`config.mk`:
```
export PLATFORM = sky130hd
export DESIGN_NAME = cni_top
export DESIGN_NICKNAME = d
export VERILOG_FILES = /design/src/verilog/cni_top.v /design/src/verilog/cni_level_est.v /design/src/verilog/cni_noise_gen.v
export VERILOG_INCLUDE_DIRS = /design/src /design/src/verilog
export SDC_FILE = /design/constraint.sdc
export NUM_CORES = 1
export LEC_CHECK = 0
export BUFFER_PORTS_ARGS = -buffer_cell sky130_fd_sc_hd__clkbuf_2
export CAP_MARGIN = 20
export CORE_MARGIN = 1.5
export CORE_UTILIZATION = 55
export CTS_BUF_LIST = sky130_fd_sc_hd__clkbuf_4 sky130_fd_sc_hd__clkbuf_8
export DETAILED_ROUTE_END_ITERATION = 7
export GPL_TIMING_DRIVEN = 0
export MAX_ROUTING_LAYER = met4
export PLACE_DENSITY_LB_ADDON = 0.3
export REMOVE_ABC_BUFFERS = 1
export SLEW_MARGIN = 20
export SYNTH_ARGS = -nofsm -noshare
export SYNTH_HDL_FRONTEND = slang
export SYNTH_HIERARCHICAL = 1
export SYNTH_SLANG_ARGS = --single-unit
```
`constraint.sdc`:
```
create_clock -name i_clk -period 7.05 [get_ports i_clk]
set_input_delay 0.3525 -clock i_clk [delete_from_list [all_inputs] [get_ports i_clk]]
set_output_delay 0.3525 -clock i_clk [all_outputs]
set_load 0.05 [all_outputs]
```
`src/verilog/cni_defines.vh`:
```
// Register map, field layout, reset values and constants of the comfort-noise block
`ifndef CNI_DEFINES_VH
`define CNI_DEFINES_VH

`define CNI_ADDR_UNLOCK       8'h01
`define CNI_ADDR_TUNING       8'h18
`define CNI_ADDR_CEILINGS     8'h19
`define CNI_ADDR_NOISE_MON    8'h24
`define CNI_ADDR_LOSS_MON     8'h26
`define CNI_ADDR_THRESH_MON   8'h27
`define CNI_ADDR_OUT_CFG      8'h30

`define CNI_UNLOCK_CODE       8'h95

`define CNI_RST_TUNING        8'h8A
`define CNI_RST_CEILINGS      8'hEE
`define CNI_RST_OUT_CFG       8'h03

`define CNI_OFFSET_MSB        7
`define CNI_OFFSET_LSB        4
`define CNI_RISE_MSB          3
`define CNI_RISE_LSB          2
`define CNI_FALL_MSB          1
`define CNI_FALL_LSB          0
`define CNI_SEND_CEIL_MSB     7
`define CNI_SEND_CEIL_LSB     4
`define CNI_RECV_CEIL_MSB     3
`define CNI_RECV_CEIL_LSB     0
`define CNI_STD_SELECT_BIT    1
`define CNI_STD_VARIANT_BIT   0

`define CNI_MAG_CEIL_MSB      14
`define CNI_MAG_CEIL_LSB      11
`define CNI_MON_MSB           14
`define CNI_MON_LSB           7
`define CNI_SHIFT_BASE        3'h7
`define CNI_GAIN_UNITY        11'h100
`define CNI_AMP_MAX           16'h7FFF
`define CNI_LFSR_SEED         16'hACE1

`endif

```
`src/verilog/cni_top.v`:
```
// Comfort-noise insertion: noise measurement, level monitors and send output substitution
`timescale 1ns/1ps
`include "cni_defines.vh"
module cni_top (
	input  wire        i_clk,
	input  wire        i_reset_n,
	input  wire [7:0]  i_addr,
	input  wire [7:0]  i_wdata,
	input  wire        i_wr,
	input  wire        i_rd,
	output reg  [7:0]  o_rdata,
	input  wire        i_sample_tick,
	input  wire [15:0] i_send_in,
	input  wire [15:0] i_send_proc,
	input  wire [15:0] i_recv_in,
	input  wire        i_suppress_active,
	input  wire [7:0]  i_combined_loss,
	input  wire [7:0]  i_supp_threshold,
	output reg  [15:0] o_send_out,
	output reg         o_send_valid,
	output reg         o_measuring,
	output reg         o_unlocked
);
	// Magnitude of a two's-complement sample; -32768 gives 32768
	function [15:0] mag16;
		input [15:0] s;
		begin
			mag16 = s[15] ? (16'h0000 - s) : s;
		end
	endfunction

	// Used for the negative half of the send sample when limiting
	function send_mag_gt;
		input [15:0] s;
		input [15:0] lim;
		begin
			send_mag_gt = (mag16(s) > lim);
		end
	endfunction

	// Offset code to linear gain, unity at 100H, 1.5dB per code step
	function [10:0] offset_gain;
		input [3:0] code;
		begin
			case (code)
				4'h0:    offset_gain = 11'h080;
				4'h1:    offset_gain = 11'h098;
				4'h2:    offset_gain = 11'h0B5;
				4'h3:    offset_gain = 11'h0D7;
				4'h4:    offset_gain = `CNI_GAIN_UNITY;
				4'h5:    offset_gain = 11'h130;
				4'h6:    offset_gain = 11'h16A;
				4'h7:    offset_gain = 11'h1AE;
				4'h8:    offset_gain = 11'h1FF;
				4'h9:    offset_gain = 11'h260;
				4'hA:    offset_gain = 11'h2D4;
				4'hB:    offset_gain = 11'h35D;
				4'hC:    offset_gain = 11'h400;
				4'hD:    offset_gain = 11'h4C1;
				4'hE:    offset_gain = 11'h5A8;
				default: offset_gain = 11'h6BA;
			endcase
		end
	endfunction

	// Reset release through two flops
	// Asserts at once, releases on the clock so no flop leaves reset mid-edge
	reg        rst_meta_reg;
	reg        rst_sync_reg;
	wire       rst_n;

	always @(posedge i_clk or negedge i_reset_n) begin
		if (!i_reset_n) begin
			rst_meta_reg <= 1'b0;
			rst_sync_reg <= 1'b0;
		end else begin
			rst_meta_reg <= 1'b1;
			rst_sync_reg <= rst_meta_reg;
		end
	end

	assign rst_n = rst_sync_reg;

	// Configuration registers
	reg  [7:0]  tuning_reg;
	reg  [7:0]  ceilings_reg;
	reg  [7:0]  out_cfg_reg;
	reg  [7:0]  loss_mon_reg;
	reg  [7:0]  thresh_mon_reg;
	reg         unlock_next;
	wire        wr_unlock;
	wire        wr_protected;
	wire        wr_accept;

	assign wr_unlock    = i_wr && (i_addr == `CNI_ADDR_UNLOCK);
	assign wr_protected = i_wr && ((i_addr == `CNI_ADDR_TUNING) ||
	                               (i_addr == `CNI_ADDR_CEILINGS) ||
	                               (i_addr == `CNI_ADDR_OUT_CFG));
	assign wr_accept    = wr_protected && o_unlocked;

	// Unlock arms one protected write; any other unlock value disarms
	// Single use keeps a stray later write away from the protected registers
	always @* begin
		unlock_next = o_unlocked;
		if (wr_unlock)
			unlock_next = (i_wdata == `CNI_UNLOCK_CODE);
		else if (wr_protected)
			unlock_next = 1'b0;
	end

	always @(posedge i_clk or negedge rst_n) begin
		if (!rst_n) begin
			tuning_reg   <= `CNI_RST_TUNING;
			ceilings_reg <= `CNI_RST_CEILINGS;
			out_cfg_reg  <= `CNI_RST_OUT_CFG;
			o_unlocked   <= 1'b0;
		end else begin
			o_unlocked <= unlock_next;
			if (wr_accept && (i_addr == `CNI_ADDR_TUNING)) begin
				tuning_reg <= i_wdata;
			end
			if (wr_accept && (i_addr == `CNI_ADDR_CEILINGS)) begin
				ceilings_reg <= i_wdata;
			end
			if (wr_accept && (i_addr == `CNI_ADDR_OUT_CFG)) begin
				out_cfg_reg <= i_wdata;
			end
		end
	end

	// Field views
	wire [3:0]  level_offset;
	wire [1:0]  rise_step;
	wire [1:0]  fall_step;
	wire [3:0]  send_ceiling;
	wire [3:0]  recv_ceiling;
	wire        std_select;
	wire        std_variant;

	assign level_offset = tuning_reg[`CNI_OFFSET_MSB:`CNI_OFFSET_LSB];
	assign rise_step    = tuning_reg[`CNI_RISE_MSB:`CNI_RISE_LSB];
	assign fall_step    = tuning_reg[`CNI_FALL_MSB:`CNI_FALL_LSB];
	assign send_ceiling = ceilings_reg[`CNI_SEND_CEIL_MSB:`CNI_SEND_CEIL_LSB];
	assign recv_ceiling = ceilings_reg[`CNI_RECV_CEIL_MSB:`CNI_RECV_CEIL_LSB];
	assign std_select   = out_cfg_reg[`CNI_STD_SELECT_BIT];
	assign std_variant  = out_cfg_reg[`CNI_STD_VARIANT_BIT];

	// Full-scale input overflows the ceiling field, so it always counts as loud
	function over_ceiling;
		input [15:0] m;
		input [3:0]  ceil;
		begin
			over_ceiling = m[15] || (m[`CNI_MAG_CEIL_MSB:`CNI_MAG_CEIL_LSB] > ceil);
		end
	endfunction

	// Measurement gating
	wire [15:0] send_in_mag;
	wire [15:0] send_out_mag;
	wire [15:0] recv_mag;
	wire [15:0] louder_send;
	wire        send_over;
	wire        recv_over;
	wire        hold_meas;

	assign send_in_mag  = mag16(i_send_in);
	assign send_out_mag = mag16(o_send_out);
	assign recv_mag     = mag16(i_recv_in);
	assign louder_send  = (send_in_mag > send_out_mag) ? send_in_mag : send_out_mag;
	assign send_over    = over_ceiling(louder_send, send_ceiling);
	assign recv_over    = over_ceiling(recv_mag, recv_ceiling);
	assign hold_meas    = send_over || recv_over;

	// Background noise estimate
	wire [15:0] noise_est;

	cni_level_est u_level_est (
		.i_clk   (i_clk),
		.i_rst_n (rst_n),
		.i_tick  (i_sample_tick),
		.i_hold  (hold_meas),
		.i_mag   (send_in_mag),
		.i_rise  (rise_step),
		.i_fall  (fall_step),
		.o_est   (noise_est)
	);

	// Target comfort amplitude from estimate and offset
	wire [26:0] target_prod;
	wire        target_sat;
	wire [15:0] target_amp;

	assign target_prod = noise_est * offset_gain(level_offset);
	assign target_sat  = (target_prod[26:23] != 4'h0);
	// Saturate rather than wrap, so a loud estimate never flips the noise sign
	assign target_amp  = target_sat ? `CNI_AMP_MAX : {1'b0, target_prod[22:8]};

	// Noise source
	wire [15:0] noise_sample;

	cni_noise_gen u_noise_gen (
		.i_clk    (i_clk),
		.i_rst_n  (rst_n),
		.i_tick   (i_sample_tick),
		.i_band   (std_variant),
		.i_amp    (target_amp),
		.o_sample (noise_sample)
	);

	// Subjective limiting of the processed send sample
	wire [15:0] neg_target;
	wire        proc_above;
	wire        proc_below;
	wire [15:0] limited_sample;

	assign neg_target     = 16'h0000 - target_amp;
	assign proc_above     = !i_send_proc[15] && (i_send_proc > target_amp);
	assign proc_below     = i_send_proc[15] && (send_mag_gt(i_send_proc, target_amp));
	assign limited_sample = proc_above ? target_amp :
	                        proc_below ? neg_target : i_send_proc;

	// Send output selection
	reg  [15:0] send_next;

	always @* begin
		send_next = i_send_proc;
		if (i_suppress_active) begin
			if (std_select) begin
				if (std_variant)
					send_next = noise_sample;
				else
					send_next = 16'h0000;
			end else begin
				send_next = limited_sample;
			end
		end
	end

	always @(posedge i_clk or negedge rst_n) begin
		if (!rst_n) begin
			o_send_out   <= 16'h0000;
			o_send_valid <= 1'b0;
			o_measuring  <= 1'b0;
		end else begin
			o_send_valid <= i_sample_tick;
			if (i_sample_tick) begin
				o_send_out  <= send_next;
				o_measuring <= !hold_meas;
			end
		end
	end

	// Monitors captured per sample so a read sees a consistent value
	always @(posedge i_clk or negedge rst_n) begin
		if (!rst_n) begin
			loss_mon_reg   <= 8'h00;
			thresh_mon_reg <= 8'h00;
		end else if (i_sample_tick) begin
			loss_mon_reg   <= i_combined_loss;
			thresh_mon_reg <= i_supp_threshold;
		end
	end

	// Read port; write-only and unmapped addresses read as zero
	reg  [7:0]  rdata_next;

	always @* begin
		rdata_next = 8'h00;
		if (i_rd) begin
			case (i_addr)
				`CNI_ADDR_NOISE_MON:  rdata_next = noise_est[`CNI_MON_MSB:`CNI_MON_LSB];
				`CNI_ADDR_LOSS_MON:   rdata_next = loss_mon_reg;
				`CNI_ADDR_THRESH_MON: rdata_next = thresh_mon_reg;
				default:              rdata_next = 8'h00;
			endcase
		end
	end

	always @(posedge i_clk or negedge rst_n) begin
		if (!rst_n) begin
			o_rdata <= 8'h00;
		end else begin
			o_rdata <= rdata_next;
		end
	end
endmodule // cni_top

```
`src/verilog/cni_level_est.v`:
```
// Background noise level estimator with separate rise and fall tracking
`timescale 1ns/1ps
`include "cni_defines.vh"
module cni_level_est (
	input  wire        i_clk,
	input  wire        i_rst_n,
	input  wire        i_tick,
	input  wire        i_hold,
	input  wire [15:0] i_mag,
	input  wire [1:0]  i_rise,
	input  wire [1:0]  i_fall,
	output reg  [15:0] o_est
);
	wire [2:0]  rise_shift;
	wire [2:0]  fall_shift;
	wire [15:0] up_diff;
	wire [15:0] dn_diff;
	reg  [15:0] est_next;

	// Bigger step means smaller shift, so faster but less stable tracking
	assign rise_shift = `CNI_SHIFT_BASE - {1'b0, i_rise};
	assign fall_shift = `CNI_SHIFT_BASE - {1'b0, i_fall};
	assign up_diff    = (i_mag - o_est) >> rise_shift;
	assign dn_diff    = (o_est - i_mag) >> fall_shift;

	always @* begin
		est_next = o_est;
		if (i_tick && !i_hold) begin
			if (i_mag > o_est)
				est_next = o_est + ((up_diff == 16'h0000) ? 16'h0001 : up_diff);
			else if (i_mag < o_est)
				est_next = o_est - ((dn_diff == 16'h0000) ? 16'h0001 : dn_diff);
		end
	end

	always @(posedge i_clk or negedge i_rst_n) begin
		if (!i_rst_n)
			o_est <= 16'h0000;
		else
			o_est <= est_next;
	end
endmodule // cni_level_est

```
`src/verilog/cni_noise_gen.v`:
```
// Free-running pseudo-random source scaled to a constant target amplitude
`timescale 1ns/1ps
`include "cni_defines.vh"
module cni_noise_gen (
	input  wire        i_clk,
	input  wire        i_rst_n,
	input  wire        i_tick,
	input  wire        i_band,
	input  wire [15:0] i_amp,
	output wire [15:0] o_sample
);
	reg  [15:0] lfsr_reg;
	wire        feedback;
	wire        sign_white;
	wire        sign_band;
	wire        sign_sel;

	assign feedback = lfsr_reg[15] ^ lfsr_reg[13] ^ lfsr_reg[12] ^ lfsr_reg[10];

	// Advances once per sample, never stalls, so the sequence keeps running
	always @(posedge i_clk or negedge i_rst_n) begin
		if (!i_rst_n)
			lfsr_reg <= `CNI_LFSR_SEED;
		else if (i_tick)
			lfsr_reg <= {lfsr_reg[14:0], feedback};
	end

	assign sign_white = lfsr_reg[0];
	// Majority of three recent bits lowers the bandwidth, amplitude stays constant
	assign sign_band  = (lfsr_reg[0] & lfsr_reg[1]) | (lfsr_reg[1] & lfsr_reg[2]) | (lfsr_reg[0] & lfsr_reg[2]);
	assign sign_sel   = i_band ? sign_band : sign_white;
	assign o_sample   = sign_sel ? (16'h0000 - i_amp) : i_amp;
endmodule // cni_noise_gen

```
==> results of run 1 <==
==> layer usage <==
layer | up-vias | GRT usage [%] | part of all wire, %
met5 | - | - | 0
met4 | 0 | 17.5 | 6.1
met3 | 257 | 6.53 | 9.5
met2 | 1005 | 56.0 | 46
met1 | 8209 | 42.5 | 38
li1 | 7598 | - | -
==> cells by family after synthesis <==
kind of cell             Yosys count  share of synthesized area (%)
adder cells (fa/ha/maj)          299                           27.5
other                              2                         0.0442
AND/OR/NAND/NOR                  673                           20.4
buffers and inverters            333                           7.46
XOR/XNOR                         118                           6.08
flip-flops                        95                           14.1
multiplexers                      79                           5.40
AO/OA/AOI/OAI                    475                           19.0
==> per-stage QoR <==
| stage | TNS, ns | setup slack [ns] |
|---|---|---|
| floorplan | -54.46 | -3.64 |
| global placement | -121.66 | -7.14 |
| detailed placement | -62.93 | -3.62 |
| CTS | -23.57 | -1.45 |
| global route | -29.66 | -1.97 |
| finish | -25.39 | -1.74 |
==> worst max-delay path by stage <==
| stage | startpoint | endpoint | slack [ns] | cells past startpoint |
|---|---|---|---|---|
| after floorplan | tuning_reg[7] | o_send_out[14] | -3.64 | 32 |
| after global routing | tuning_reg[4] | o_send_out[0] | -1.97 | 36 |
| after global placement | tuning_reg[6] | o_send_out[0] | -7.14 | 29 |
| after detailed placement | tuning_reg[6] | o_send_out[0] | -3.62 | 33 |
| after CTS | tuning_reg[5] | o_send_out[1] | -1.45 | 39 |
| final | tuning_reg[5] | o_send_out[0] | -1.74 | 34 |
==> layout make-up <==
cell class	count	share of cell area [%]
flip-flops and latches	95	11.6
well taps	396	2.37
clock buffers	9	0.593
inverters	231	4.28
clock inverters	7	0.377
multi-input cells	1648	70.9
repair buffers	274	9.95
==> cell usage in the layout, fill, tap and decap left out, types with 27 or more instances in the layout <==
cell type / count
nand2_1: 209
xnor2_1: 63
nand3_1: 43
mux2_2: 62
xor2_1: 37
nor2_1: 75
a21o_1: 30
o21ai_0: 89
dfrtp_1: 72
nor3_1: 34
clkbuf_2: 112
inv_1: 208
and2_1: 78
a21oi_1: 74
fa_1: 116
ha_4: 27
and3_1: 36
buf_4: 126
ha_1: 142
==> worst max-delay path: cells and delay by family, from the launching register on <==
kind	cells	cell delay, ns
fa+ha+maj	8	3.30
compound gates	12	2.57
simple gates	8	1.61
buf+inv	6	0.69
flops	1	0.44
==> what timing repair did <==
action	in CTS	in global routing
cloned	6	0
hold buffers	1	0
gates resized for setup	223	130
endpoints found under the setup margin	26	27
endpoints found under the hold margin	2	0
pin swaps	89	67
setup buffers	101	49
==> metrics.md, run 1 <==
| Metric | Value |
|---|---|
| Post-synth EDFFs | 0 |
| Final Cycle Share | 125% |
| Antenna Cells | 0 |
| Biggest area consumer among synthesized cells | fa_1 |
| Min-delay src | i_supp_threshold[4] |
| CTS tree | done |
| FF-to-FF End | o_send_out[0] |
| Largest net degree at the start of global routing | between 60 and 70 |
| H-tree depth | 3 |
| Footprint of the multi-input gates | between 0.01 and 0.015 mm2 |
| Min Hold Slack | approximately 0.17 ns |
| DRT Pass-1 Iters | 8 |
| Iter 0 DRT Violations | 1,704 |
| Vias in the first global route | ~16,000 |
| Final HPWL from detailed placement | between 30 and 40 mm |
| First-pass GRT wire length | 85.0 mm |
| Non-Filler Instances | roughly 2,700 |
| DR WL/cell | around 21 um |
| Mean Syn Cell Area | slightly above 8 um2 |
| Final Net Count | ~2,600 |
| Vias per Instance | ~6.4 |
| WL final | about 56 mm |
| Worst endpoint data arrival time | approximately 9.1 ns |
| Worst hold path type | in2reg |
| Crit path launch type | register |
| Final global-route overflow total | 0 |
| Worst slew margin | between 20% and 30% |
| Min-Delay Endpoint | thresh_mon_reg[4] |
| Top_reg_cell synth | dfrtp_1 |
| Worst hold stages | 2 |
| Ys async rst share | 100% |
| Max Buffers Root-to-Sink | 2 |
| Worst Path Class, Setup | reg2reg |
| Area after DPL | 0.0178 mm2 |
| Gate Count Post-Synth | 2,074 |
| Worst-case reg-to-reg path depth | 34 |
| Peak Freq | ~110 MHz |
| Clk sinks | between 90 and 100 |
| Slowest CP cell | fa_1 |
| Outcome | finished, violations left |
| DRC viols | 0 |
| Die Y | roughly 180 um |
| Reg2Reg Setup Slack | -1.74 ns |
| Post-route ant nets | 0 |
| Peak fanout along the critical path | 6 |
| Violated checks | negative setup slack |
| Ports | ~110 |
| Port buffer count | about 110 |
| Filler cells | between 2,000 and 2,500 |
| Final Util | between 60% and 70% |
| Register area share after synthesis | roughly 14% |
| Final Hold Viols | 0 |
| DIE AREA | about 0.032 mm2 |
| CP endpoint kind | register |
| Sequential Area | roughly 0.0024 mm2 |
| Clock Latency Late Sink | 0.42 ns |
| Crit Reg-Reg Startpoint | tuning_reg[5] |
| GRT Util Overall | approximately a third |
| CORE AREA | a little over 0.03 mm2 |
| Worst Tran Pin Value | 1.10 ns |
| Fin area | 0.0209 mm2 |
| Share of layout cells above drive strength 1 | approximately 29% |
| Row Count | 64 |
| Initial core utilization | about 56% |
| Area grow syn2layout | 22.9% |
| CTS Buf Count | 9 |
| Commonest cells post-synth | inv_1, nand2_1, ha_1 |
| CP required | roughly 7.3 ns |
| GP Congestion | ~1 |
| Max-Cap Viols | 0 |
| Post-placement cell count | 2,488 |
| Die X-Extent | 179 um |
| Synth cell types | roughly 100 |
| Total number of vias | between 15,000 and 20,000 |
| Clock Skews | just over 0.03 ns |
| Final setup viols | 16 |
| CP most frequent cell | fa_1 |
| Synth warn | 6 |
| Mapped cell area | approximately 0.017 mm2 |
| Initial antenna violation count | 0 |
| Clk root buf | clkbuf_8 |
| Top post-synthesis cells by area | fa_1, ha_1, dfrtp_1 |
| Fin crit period | 8.79 ns |
| Clock transition at path regs | 0.13 ns |
| Final worst slack | -1.74 ns |
| Unrepaired setup endpoints after global routing | true |
| #FFs+latches synth | between 90 and 100 |
| Final max-slew violation count | 0 |
| Crit-path max cell delay | 0.57 ns |
| Post-synth top area share | roughly 15% |
Power of run 1 is not shown: default switching activity piles up to over one toggle a cycle in this logic, so the estimate is an artifact.
==> inputs of run 2 (changes only) <==
--- a/config.mk
+++ b/config.mk
@@ -8,15 +8,15 @@
 export LEC_CHECK = 0
 export BUFFER_PORTS_ARGS = -buffer_cell sky130_fd_sc_hd__clkbuf_2
 export CAP_MARGIN = 20
+export CORE_ASPECT_RATIO = 1.4
 export CORE_MARGIN = 1.5
-export CORE_UTILIZATION = 55
+export CORE_UTILIZATION = 59
 export CTS_BUF_LIST = sky130_fd_sc_hd__clkbuf_4 sky130_fd_sc_hd__clkbuf_8
 export DETAILED_ROUTE_END_ITERATION = 7
 export GPL_TIMING_DRIVEN = 0
 export MAX_ROUTING_LAYER = met4
 export PLACE_DENSITY_LB_ADDON = 0.3
 export REMOVE_ABC_BUFFERS = 1
-export SLEW_MARGIN = 20
 export SYNTH_ARGS = -nofsm -noshare
 export SYNTH_HDL_FRONTEND = slang
 export SYNTH_HIERARCHICAL = 1
==> run 2 against run 1 <==
Against the previous run:
- the flow still finishes with violations (negative setup slack)
- first-iteration DRC count is 20% lower
- critical path depth is 5 higher
- routed wire length is 0.83% lower
- maximum frequency is 2.5% lower
- worst hold slack better by 0.012 ns
- register-to-register slack worse by 0.23 ns
==> metrics.md, run 2 (synthesized netlist as in run 1, its figures left out) <==
| Metric | Value |
|---|---|
| CP required | 7.30 ns (about the same) |
| Commonest non-fill, non-tap cell in the layout | nand2_1 |
| Max Buffers Root-to-Sink | 2 (unchanged) |
| Crit path launch type | register |
| Final Net Count | 2,616 (-1.1%) |
| Worst slew margin | 29.1% (+2.5 points) |
| Fin crit period | 9.01 ns (+0.228 ns) |
| WL final | 55.5 mm (-0.83%) |
| Post-route ant nets | 0 (unchanged) |
| Clk root buf | clkbuf_8 |
| CTS Buf Count | 9 (unchanged) |
| Slowest CP cell | fa_1 |
| Final worst slack | -1.96 ns (-0.228 ns) |
| CTS tree | done |
| Peak Freq | 111 MHz (-2.5%) |
| Ports | 113 (unchanged) |
| Outcome | finished, violations left |
| GP Congestion | 1.02 (+4.9%) |
| CP endpoint kind | register |
| Die X-Extent | 146 um (-18%) |
| Die Y | 204 um (+14%) |
| First-pass GRT wire length | 84.0 mm (-1.2%) |
| Worst Path Class, Setup | reg2reg |
| H-tree depth | 3 (unchanged) |
| Clock Latency Late Sink | 0.41 ns (about the same) |
| Row Count | 73 (+14%) |
| Vias per Instance | 6.47 (+0.84%) |
| Final max-slew violation count | 0 (unchanged) |
| DRT Pass-1 Iters | 6 (-2) |
| Post-placement cell count | 2,471 (-0.68%) |
| Clock transition at path regs | 0.13 ns (about the same) |
| Final setup viols | 17 (+1) |
| DR WL/cell | 21.2 um (+0.99%) |
| Max-Cap Viols | 0 (unchanged) |
| Worst endpoint data arrival time | 9.26 ns (+0.21 ns) |
| Iter 0 DRT Violations | 1,366 (-20%) |
| GRT Util Overall | 36.0% (+0.98 points) |
| Initial antenna violation count | 0 (unchanged) |
| CORE AREA | 0.0284 mm2 (-6.9%) |
| Largest net degree at the start of global routing | 52 (-19%) |
| Clock Skews | 0.0288 ns (-0.00181 ns) |
| Clk sinks | 95 (unchanged) |
| Crit-path max cell delay | 0.52 ns (-0.05 ns) |
| Unrepaired setup endpoints after global routing | true |
| Final Cycle Share | 128% (+3.2 points) |
| Final HPWL from detailed placement | 38.4 mm (+2.2%) |
| Final Hold Viols | 0 (unchanged) |
| Non-Filler Instances | 2,612 (-1.8%) |
| Worst Tran Pin Value | 1.05 ns (-0.0478 ns) |
| DIE AREA | 0.0298 mm2 (-6.6%) |
| Vias in the first global route | 16,700 (+2.2%) |
| Commonest cells after routing, fill and taps aside | nand2_1, inv_1, ha_1 |
| Peak fanout along the critical path | 9 (+3) |
| Worst hold path type | in2reg |
| Total number of vias | 16,900 (-0.98%) |
| Share of layout cells above drive strength 1 | 25.5% (-3.1 points) |
| Violated checks | negative setup slack |
| Port buffer count | 112 (unchanged) |
| Area grow syn2layout | 19.7% |
| Final global-route overflow total | 0 (unchanged) |
| Initial core utilization | 59.8% (+4.1 points) |
| DRC viols | 0 (unchanged) |
run 2: worst max-delay path, delay by kind of cell, from the launching register on:
kind / cells / cell delay [ns]
adder cells (fa/ha/maj): 8 / 3.39
AO/OA/AOI/OAI: 9 / 1.91
AND/OR/NAND/NOR: 10 / 1.56
buffers and inverters: 11 / 1.28
flip-flops: 1 / 0.48
XOR/XNOR: 1 / 0.22
run 2: per-stage QoR:
step | area (um2) | hold WS (ns) | setup WS [ns] | setup TNS, ns | util [%]
2_1_floorplan | 16600 | 0.0569 | -3.64 | -54.46 | -
3_3_place_gp | 17600 | 0.138 | -7.33 | -120.68 | 62.0
3_5_place_dp | 17800 | 0.143 | -4.08 | -69.74 | 62.6
4_1_cts | 19400 | 0.175 | -1.54 | -22.90 | 68.4
5_1_grt | 20300 | 0.171 | -2.20 | -34.98 | 71.6
6_report | 20300 | 0.178 | -1.96 | -28.27 | 71.6
run 2: layout make-up:
type	instances	area, um2
antenna	1	2.50
clock buffer	9	124
clock inverter	7	81.3
fill	2087	8070
inverter	231	885
multi-input combinational	1649	14600
sequential	95	2410
tap	375	469
timing repair buffer	245	1800
run 2: repair_timing:
action | CTS | global route
endpoints found under the setup margin | 27 | 23
hold buffers | 1 | 0
pin swaps | 68 | 78
gates cloned | 4 | 1
endpoints found under the hold margin | 2 | 0
setup buffers | 71 | 48
resized for setup | 200 | 100
run 2: per-layer routing:
| layer | vias up | GRT usage, % | wire length, um |
|---|---|---|---|
| met5 | - | - | 0 |
| met4 | 0 | 24.9 | 4540 |
| met3 | 316 | 4.20 | 3820 |
| met2 | 885 | 61.2 | 27500 |
| met1 | 8180 | 39.7 | 19600 |
| li1 | 7520 | - | - |
run 2: final timing paths:
check                               startpoint                 to  slack, ns  cells after the start
max                              tuning_reg[4]      o_send_out[0]      -1.96                     39
min                        i_supp_threshold[1]  thresh_mon_reg[1]       0.18                      2
max reg2reg                      tuning_reg[4]      o_send_out[0]      -1.96                     39
min reg2reg                              rst_n       o_send_valid       0.36                      0
max in group asynchronous                rst_n      tuning_reg[7]       5.94                      1
min in group asynchronous            i_reset_n              rst_n       0.26                      2
Power of run 2 is left out for the same reason.
